`src/shared/port5_cfg_consts.svh`:
```
// register indices, field positions and reset values of the port configuration bank
`ifndef PORT5_CFG_CONSTS_SVH
`define PORT5_CFG_CONSTS_SVH
`define IDX_PORT_ENABLE 8'h30
`define IDX_BASE_HIGH 8'h60
`define IDX_BASE_LOW 8'h61
`define IDX_IRQ_CHANNEL 8'h70
`define IDX_SHARE_CTRL 8'hF0
`define IDX_BAUD_CLOCK 8'hF2
`define IDX_SLAVE_ADDR 8'hF4
`define IDX_SLAVE_MASK 8'hF5
`define IDX_RX_STATUS 8'hF6
`define BIT_PORT_ON 0
`define BIT_MULTIDROP_ON 7
`define BIT_HW_MATCH_ON 6
`define BIT_POLARITY_FLIP 5
`define BIT_AUTO_DRIVE_ON 4
`define BIT_SHARE_STYLE 1
`define BIT_SHARED_FLAG 0
`define RST_PORT_ENABLE 8'h00
`define RST_BASE_HIGH 8'h00
`define RST_BASE_LOW 8'h00
`define RST_IRQ_CHANNEL 4'h3
`define RST_SHARE_CTRL 8'h00
`define RST_BAUD_CLOCK 2'h0
`define RST_SLAVE_ADDR 8'h00
`define RST_SLAVE_MASK 8'h00
`define MASK_SHARE_CTRL 8'hF3
`endif

```
`src/shared/port5_cfg_pkg.sv`:
```
// types shared by the port configuration bank
package port5_cfg_pkg;
  typedef enum logic [1:0] {
    baud_1m8432 = 2'b00,
    baud_18m432 = 2'b01,
    baud_24m = 2'b10,
    baud_14m769 = 2'b11
  } baud_source_t;

  typedef struct packed {
    logic multidrop_on;
    logic hw_address_match_on;
    logic direction_polarity_flip;
    logic direction_auto_drive_on;
    logic irq_share_style;
    logic irq_shared_flag;
  } share_ctrl_t;

  typedef struct packed {
    logic [7:0] slave_address_value;
    logic [7:0] slave_address_mask;
  } match_cfg_t;
endpackage : port5_cfg_pkg

```
`src/logic/address_matcher.sv`:
```
// given and broadcast address comparison for multi-drop reception
`timescale 1ns/1ps
module address_matcher (
  input wire logic mclk,
  input wire logic reset,
  input wire port5_cfg_pkg::match_cfg_t cfg,
  input wire logic [7:0] rx_address,
  input wire logic rx_address_valid,
  output logic hit_reg
);
  logic [7:0] broadcast_care;
  logic given_hit;
  logic broadcast_hit;

  // mask bit 0 makes that address bit don't-care
  assign given_hit = ((rx_address ^ cfg.slave_address_value) & cfg.slave_address_mask) == 8'h00; // RULE12
  // or of address and mask: 1 bits compared against received address
  assign broadcast_care = cfg.slave_address_value | cfg.slave_address_mask; // RULE13
  assign broadcast_hit = (rx_address & broadcast_care) == broadcast_care; // RULE13

  always_ff @(posedge mclk) begin
    if (reset) begin
      hit_reg <= 1'b0;
    end else begin
      hit_reg <= rx_address_valid & (given_hit | broadcast_hit); // RULE14
    end
  end
endmodule : address_matcher

```
`src/logic/port5_config_bank.sv`:
```
// configuration register bank of the fifth serial port
// What this block does
// RULE1: index 30h bit 0 switches the port on, resets to 0, bits 7 to 1 reserved.
// RULE2: index 60h holds the high byte of the I/O base address, reset 00h.
// RULE3: index 61h holds the low byte of the I/O base address, reset 00h.
// RULE4: index 70h bits 3 to 0 pick the interrupt channel, reset 3h, upper bits reserved.
// RULE5: index F0h bit 7 selects multi-drop 9-bit operation, parity position carries the flag.
// RULE6: index F0h bit 6 lets hardware clear the receive gate on an address match in 9-bit mode.
// RULE7: index F0h bit 4 drives request-to-send high while transmitting, low otherwise.
// RULE8: index F0h bit 5 inverts the auto-driven request-to-send when that drive is on.
// RULE9: index F0h bit 0 marks the interrupt as shared, reset 0.
// RULE10: index F0h bit 1 picks the sharing style when shared, bits 3 to 2 reserved.
// RULE11: index F2h bits 1 to 0 pick the baud clock source, reset 00b, bits 7 to 2 reserved.
// RULE12: given address ignores bits where the mask is 0 and compares the rest.
// RULE13: broadcast address compares only bits where address or mask is 1.
// RULE14: in 9-bit mode a match on either the given or the broadcast address is answered.
// RULE15: index F4h holds the slave address and index F5h the mask, both read/write.
// RULE16: reserved bits read as zero and ignore writes.
`timescale 1ns/1ps
`include "port5_cfg_consts.svh"
module port5_config_bank (
  input wire logic mclk,
  input wire logic reset,
  input wire logic [7:0] addr,
  input wire logic [7:0] wdata,
  input wire logic wr,
  input wire logic rd,
  output logic [7:0] rdata,
  input wire logic tx_active,
  input wire logic [7:0] rx_address,
  input wire logic rx_address_valid,
  input wire logic rx_gate_set,
  output logic port_on,
  output logic [15:0] io_base,
  output logic [3:0] irq_channel_pick,
  output logic multidrop_on,
  output logic irq_shared_flag,
  output logic irq_share_style,
  output port5_cfg_pkg::baud_source_t baud_clock_source,
  output logic receive_gate_flag,
  output logic address_hit,
  output logic rts_n
);
  logic port_on_reg;
  logic [7:0] base_high_reg;
  logic [7:0] base_low_reg;
  logic [3:0] irq_channel_reg;
  port5_cfg_pkg::share_ctrl_t share_reg;
  port5_cfg_pkg::baud_source_t baud_reg;
  port5_cfg_pkg::match_cfg_t match_reg;
  logic gate_reg;
  logic rts_reg;
  logic out_en_reg;
  logic [15:0] out_base_reg;
  logic [3:0] out_irq_reg;
  logic out_multi_reg;
  logic out_shared_reg;
  logic out_style_reg;
  port5_cfg_pkg::baud_source_t out_baud_reg;
  logic [7:0] rdata_reg;
  logic [7:0] rdata_next;
  logic hit_reg;
  logic gate_clear_wr;

  function automatic logic idx_write(input logic [7:0] idx);
    idx_write = wr && (addr == idx);
  endfunction : idx_write

  always_ff @(posedge mclk) begin
    if (reset) begin
      port_on_reg <= 1'b0;
    end else if (idx_write(`IDX_PORT_ENABLE)) begin
      port_on_reg <= wdata[`BIT_PORT_ON]; // RULE1
    end
  end

  always_ff @(posedge mclk) begin
    if (reset) begin
      base_high_reg <= `RST_BASE_HIGH;
      base_low_reg <= `RST_BASE_LOW;
    end else begin
      if (idx_write(`IDX_BASE_HIGH)) begin
        base_high_reg <= wdata; // RULE2
      end
      if (idx_write(`IDX_BASE_LOW)) begin
        base_low_reg <= wdata; // RULE3
      end
    end
  end

  always_ff @(posedge mclk) begin
    if (reset) begin
      irq_channel_reg <= `RST_IRQ_CHANNEL;
    end else if (idx_write(`IDX_IRQ_CHANNEL)) begin
      irq_channel_reg <= wdata[3:0]; // RULE4
    end
  end

  always_ff @(posedge mclk) begin
    if (reset) begin
      share_reg <= '0;
    end else if (idx_write(`IDX_SHARE_CTRL)) begin
      share_reg.multidrop_on <= wdata[`BIT_MULTIDROP_ON]; // RULE5
      share_reg.hw_address_match_on <= wdata[`BIT_HW_MATCH_ON]; // RULE6
      share_reg.direction_polarity_flip <= wdata[`BIT_POLARITY_FLIP]; // RULE8
      share_reg.direction_auto_drive_on <= wdata[`BIT_AUTO_DRIVE_ON]; // RULE7
      share_reg.irq_share_style <= wdata[`BIT_SHARE_STYLE]; // RULE10
      share_reg.irq_shared_flag <= wdata[`BIT_SHARED_FLAG]; // RULE9
    end
  end

  always_ff @(posedge mclk) begin
    if (reset) begin
      baud_reg <= port5_cfg_pkg::baud_1m8432;
    end else if (idx_write(`IDX_BAUD_CLOCK)) begin
      baud_reg <= port5_cfg_pkg::baud_source_t'(wdata[1:0]); // RULE11
    end
  end

  always_ff @(posedge mclk) begin
    if (reset) begin
      match_reg.slave_address_value <= `RST_SLAVE_ADDR;
      match_reg.slave_address_mask <= `RST_SLAVE_MASK;
    end else begin
      if (idx_write(`IDX_SLAVE_ADDR)) begin
        match_reg.slave_address_value <= wdata; // RULE15
      end
      if (idx_write(`IDX_SLAVE_MASK)) begin
        match_reg.slave_address_mask <= wdata; // RULE15
      end
    end
  end

  address_matcher matcher (
    .mclk(mclk),
    .reset(reset),
    .cfg(match_reg),
    .rx_address(rx_address),
    .rx_address_valid(rx_address_valid & share_reg.multidrop_on), // RULE14
    .hit_reg(hit_reg)
  );

  // software clears the gate by writing 1 to bit 0 of the status index
  assign gate_clear_wr = idx_write(`IDX_RX_STATUS) && wdata[0];

  // receive gate: set by receiver, cleared by host or by an address hit; set wins
  always_ff @(posedge mclk) begin
    if (reset) begin
      gate_reg <= 1'b0;
    end else if (rx_gate_set) begin
      gate_reg <= 1'b1;
    end else if (share_reg.multidrop_on && share_reg.hw_address_match_on && hit_reg) begin
      gate_reg <= 1'b0; // RULE6
    end else if (gate_clear_wr) begin
      gate_reg <= 1'b0; // RULE6
    end
  end

  // direction output, active low pin; idle high in rs232 mode
  always_ff @(posedge mclk) begin
    if (reset) begin
      rts_reg <= 1'b1;
    end else if (share_reg.direction_auto_drive_on) begin
      rts_reg <= tx_active ^ share_reg.direction_polarity_flip; // RULE7 RULE8
    end else begin
      rts_reg <= 1'b1;
    end
  end

  always_ff @(posedge mclk) begin
    if (reset) begin
      out_en_reg <= 1'b0;
      out_base_reg <= 16'h0000;
      out_irq_reg <= `RST_IRQ_CHANNEL;
      out_multi_reg <= 1'b0;
      out_shared_reg <= 1'b0;
      out_style_reg <= 1'b0;
      out_baud_reg <= port5_cfg_pkg::baud_1m8432;
    end else begin
      out_en_reg <= port_on_reg; // RULE1
      out_base_reg <= {base_high_reg, base_low_reg}; // RULE2 RULE3
      out_irq_reg <= irq_channel_reg; // RULE4
      out_multi_reg <= share_reg.multidrop_on; // RULE5
      out_shared_reg <= share_reg.irq_shared_flag; // RULE9
      out_style_reg <= share_reg.irq_shared_flag & share_reg.irq_share_style; // RULE10
      out_baud_reg <= baud_reg; // RULE11
    end
  end

  // read mux; reserved bits and unmapped indices read zero
  always_comb begin
    rdata_next = 8'h00;
    case (addr)
      `IDX_PORT_ENABLE: rdata_next = {7'h00, port_on_reg}; // RULE16
      `IDX_BASE_HIGH: rdata_next = base_high_reg;
      `IDX_BASE_LOW: rdata_next = base_low_reg;
      `IDX_IRQ_CHANNEL: rdata_next = {4'h0, irq_channel_reg}; // RULE16
      `IDX_SHARE_CTRL: rdata_next = {share_reg.multidrop_on, share_reg.hw_address_match_on,
        share_reg.direction_polarity_flip, share_reg.direction_auto_drive_on, 2'b00,
        share_reg.irq_share_style, share_reg.irq_shared_flag}; // RULE16
      `IDX_BAUD_CLOCK: rdata_next = {6'h00, baud_reg}; // RULE16
      `IDX_SLAVE_ADDR: rdata_next = match_reg.slave_address_value;
      `IDX_SLAVE_MASK: rdata_next = match_reg.slave_address_mask;
      `IDX_RX_STATUS: rdata_next = {6'h00, hit_reg, gate_reg};
      default: rdata_next = 8'h00;
    endcase
  end

  always_ff @(posedge mclk) begin
    if (reset) begin
      rdata_reg <= 8'h00;
    end else if (rd) begin
      rdata_reg <= rdata_next;
    end else begin
      rdata_reg <= 8'h00;
    end
  end

  assign rdata = rdata_reg;
  assign port_on = out_en_reg;
  assign io_base = out_base_reg;
  assign irq_channel_pick = out_irq_reg;
  assign multidrop_on = out_multi_reg;
  assign irq_shared_flag = out_shared_reg;
  assign irq_share_style = out_style_reg;
  assign baud_clock_source = out_baud_reg;
  assign receive_gate_flag = gate_reg;
  assign address_hit = hit_reg;
  assign rts_n = rts_reg;
endmodule : port5_config_bank

```
`config.mk`:
```
export PLATFORM = sky130hd
export DESIGN_NAME = port5_config_bank
export DESIGN_NICKNAME = d
export VERILOG_FILES = /design/src/shared/port5_cfg_pkg.sv /design/src/logic/address_matcher.sv /design/src/logic/port5_config_bank.sv
export VERILOG_INCLUDE_DIRS = /design/src /design/src/shared
export SDC_FILE = /design/constraint.sdc
export NUM_CORES = 1
export LEC_CHECK = 0
export ABC_CLOCK_PERIOD_IN_PS = 1600
export BUFFER_PORTS_ARGS = -buffer_cell sky130_fd_sc_hd__buf_2
export CAP_MARGIN = 5
export CORE_MARGIN = 3
export CORE_UTILIZATION = 45
export CTS_BUF_LIST = sky130_fd_sc_hd__clkbuf_16
export DETAILED_ROUTE_END_ITERATION = 10
export PLACE_DENSITY_LB_ADDON = 0.1
export SYNTH_ARGS = -nofsm -noshare
export SYNTH_HDL_FRONTEND = slang
export SYNTH_SLANG_ARGS = --single-unit
```
`constraint.sdc`:
```
create_clock -name mclk -period 1.6 [get_ports mclk]
set_clock_uncertainty 0.05 [all_clocks]
set_input_delay 0.08 -clock mclk [delete_from_list [all_inputs] [get_ports mclk]]
set_output_delay 0.08 -clock mclk [all_outputs]
set_load 0.05 [all_outputs]
```
==> flow_metrics.env <==
export IMPL_status="complete, no violations"
export IMPL_cts_setup_buffers=0
export IMPL_power_total_uw=4109
export IMPL_cts_sinks=82
export IMPL_cts_buffers=9
export IMPL_max_cap_violations=0
export IMPL_drc=0
export IMPL_synth_top_area_cell="dfxtp_1"
export IMPL_fmax_ghz=0.6632
export IMPL_ys_ff_latch=82
export IMPL_yosysMostFrequentCell="dfxtp_1"
export IMPL_routedWlPerCell_um=16.24
export IMPL_critPathLaunchType="input port"
export IMPL_fin_crit_sh_pct=94.24
export IMPL_synthFlopType="dfxtp_1"
export IMPL_hold_buffers=4
export IMPL_post_cts_resized=0
export IMPL_avgSynthCellArea_um2=9.522
export IMPL_register_area_um2=1642
export IMPL_p_per_area_nw_per_um2=975.4
export IMPL_final_area_um2=4213
export IMPL_vias=2902
export IMPL_fin_setup_tns_ns=0
export IMPL_routed_wl_mm=8.719
export IMPL_synth_area_um2=3323
export IMPL_n_fill_cell=646
export IMPL_slew_headroom_pct=69.33
export IMPL_synthToLayoutAreaGrowth_pct=26.77
export IMPL_final_nets=467
export IMPL_start_util_pct=47.60
export IMPL_htreeDepth=3
export IMPL_critical_path_slowest_cell="or4_4"
export IMPL_grt_pass1_wl_mm=14.10
export IMPL_critPathArrivalTime_ns=1.67
export IMPL_synth_top_area_share_pct=49.40
export IMPL_use_met1_pct=28.34
export IMPL_setup_violations=0
export IMPL_cp_cell_sequence="buf_2, or4_4, or4b_1, buf_4, mux2i_1, nor2_1"
export IMPL_drt_iter0_drc=169
export IMPL_dp_hpwl_mm=6.216
export IMPL_ys_top_cells_by_area="dfxtp_1 (49%), mux2i_1 (9.9%), nor2b_1 (4.5%), nor2_1 (4.0%), a21oi_1 (3.8%)"
export IMPL_synth_cell_types=43
export IMPL_synthTopCellsByCount="dfxtp_1 (82), nor2_1 (35), mux2i_1 (33)"
export IMPL_async_flop_share_pct=0
export IMPL_tightest_slew_ns=0.4559
export IMPL_clk_pin_slew_ns=0.06
export IMPL_numPortBuffers=67
export IMPL_synthesis_nets=380
export IMPL_place_congestion=0.8845
export IMPL_synth_warnings=0
export IMPL_period_minus_slack_ns=1.508
export IMPL_fp_row_count=30
export IMPL_hold_class="in -> reg"
export IMPL_synth_edf_count=0
export IMPL_worstSetupPathType="in -> reg"
export IMPL_die_y_um=91.94
export IMPL_dr_pass1_iters=5
export IMPL_grt_use_met2_pct=33.39
export IMPL_cts_root_buf="clkbuf_16"
export IMPL_post_route_cells_drive_above_1_share_pct=26.76
export IMPL_pin_count=68
export IMPL_core_um2=6982
export IMPL_syn_inst=349
export IMPL_worstSetupEndpointType="flip-flop"
export IMPL_rsz0062_at_grt="no"
export IMPL_grt_usage_pct=21.37
export IMPL_place_area_um2=3911
export IMPL_grt_max_degree=65
export IMPL_num_antenna_cells=0
export IMPL_top_usage_layer="met2"
export IMPL_multi_input_area_um2=1583
export IMPL_chipWidth_um=91.94
export IMPL_drv_slew=0
export IMPL_viasPerCell=5.404
export IMPL_die_area_um2=8452
export IMPL_max_stage_delay_ns=0.59
export IMPL_ant_nets=0
export IMPL_vdd_drop_max_v=0.0005291
export IMPL_hold_violations=0
export IMPL_clk_latency_ns=0.33
export IMPL_ys_seq_area_share_pct=49.40
export IMPL_antenna_found_initial=0
export IMPL_whs_ns=0.007068
export IMPL_power_leakage_uw=0.001813
export IMPL_overflow=0
export IMPL_cp_required_ns=1.76
export IMPL_cts_buffer_depth=2
export IMPL_grt_pass1_vias=2748
export IMPL_tritoncts="done"
export IMPL_path_max_fanout=8
export IMPL_use_met3_pct=4.676
[power breakdown]
group / internal, uW / switching [uW] / total (uW)
Sequential: 2050 / 2.80 / 2050
Combinational: 87.6 / 150 / 237
Clock: 1030 / 794 / 1820
[cell families (layout without fill, tap and decap cells)]
logic type                count (synthesis)  after routing  share of synthesized area [%]
AOI/OAI and AO/OA                        62             62                          12.31
xor gates and xnor gates                  9              9                          2.372
buffers and inverters                    25            117                          3.200
DFF                                      82             82                          49.40
muxes                                    36             36                          10.96
and+or+nand+nor                         135            135                          21.76
[cell type report]
type,instances,share of cell area [%]
well taps,96,2.851
clock inverters,7,0.8613
flip-flops and latches,82,38.97
multi-input cells,242,37.57
clock buffers,9,5.346
inverters,5,0.4455
repair buffers,96,13.96
[final timing paths]
kind / start / endpoint / slack [ns] / depth (start not counted)
max: addr[1] / base_high_reg[1] / 0.09 / 6
min: wdata[7] / match_reg[15] / 0.007 / 3
max reg2reg: match_reg[9] / rdata[1] / 0.28 / 4
min reg2reg: share_reg[2] / rts_n / 0.38 / 1
[placed cells by master, fill, tap and decap left out, types with 8 or more instances in the layout]
cell | Yosys | layout
clkbuf_16 | 0 | 9
nand2_1 | 25 | 25
nand3_1 | 17 | 17
nor2_1 | 35 | 35
xor2_1 | 8 | 8
a21oi_1 | 25 | 25
nor2b_1 | 24 | 24
dfxtp_1 | 82 | 82
a22oi_1 | 15 | 15
mux2i_1 | 33 | 33
buf_4 | 0 | 23
buf_2 | 4 | 67
[worst max-delay path: cells and delay by family]
| family | cells | cell delay (ns) |
|---|---|---|
| simple gates | 3 | 1.13 |
| buf+inv | 2 | 0.31 |
| mux | 1 | 0.15 |
[through the flow]
step / utilization (%) / setup WS (ns) / instances
floorplan: - / -0.1234 / 349
global placement: 56.02 / -0.2262 / 517
detailed placement: 56.02 / -0.2475 / 517
CTS: 60.34 / 0.09798 / 537
global route: 60.34 / 0.02227 / 537
finish: 60.34 / 0.09216 / 537
[routing by layer]
layer	vias to the layer above	share of wire, %
met5	-	0
met4	0	2.7
met3	15	6.1
met2	114	46
met1	1367	45
li1	1406	-
No activity file was read; power rests on OpenSTA's default activity.
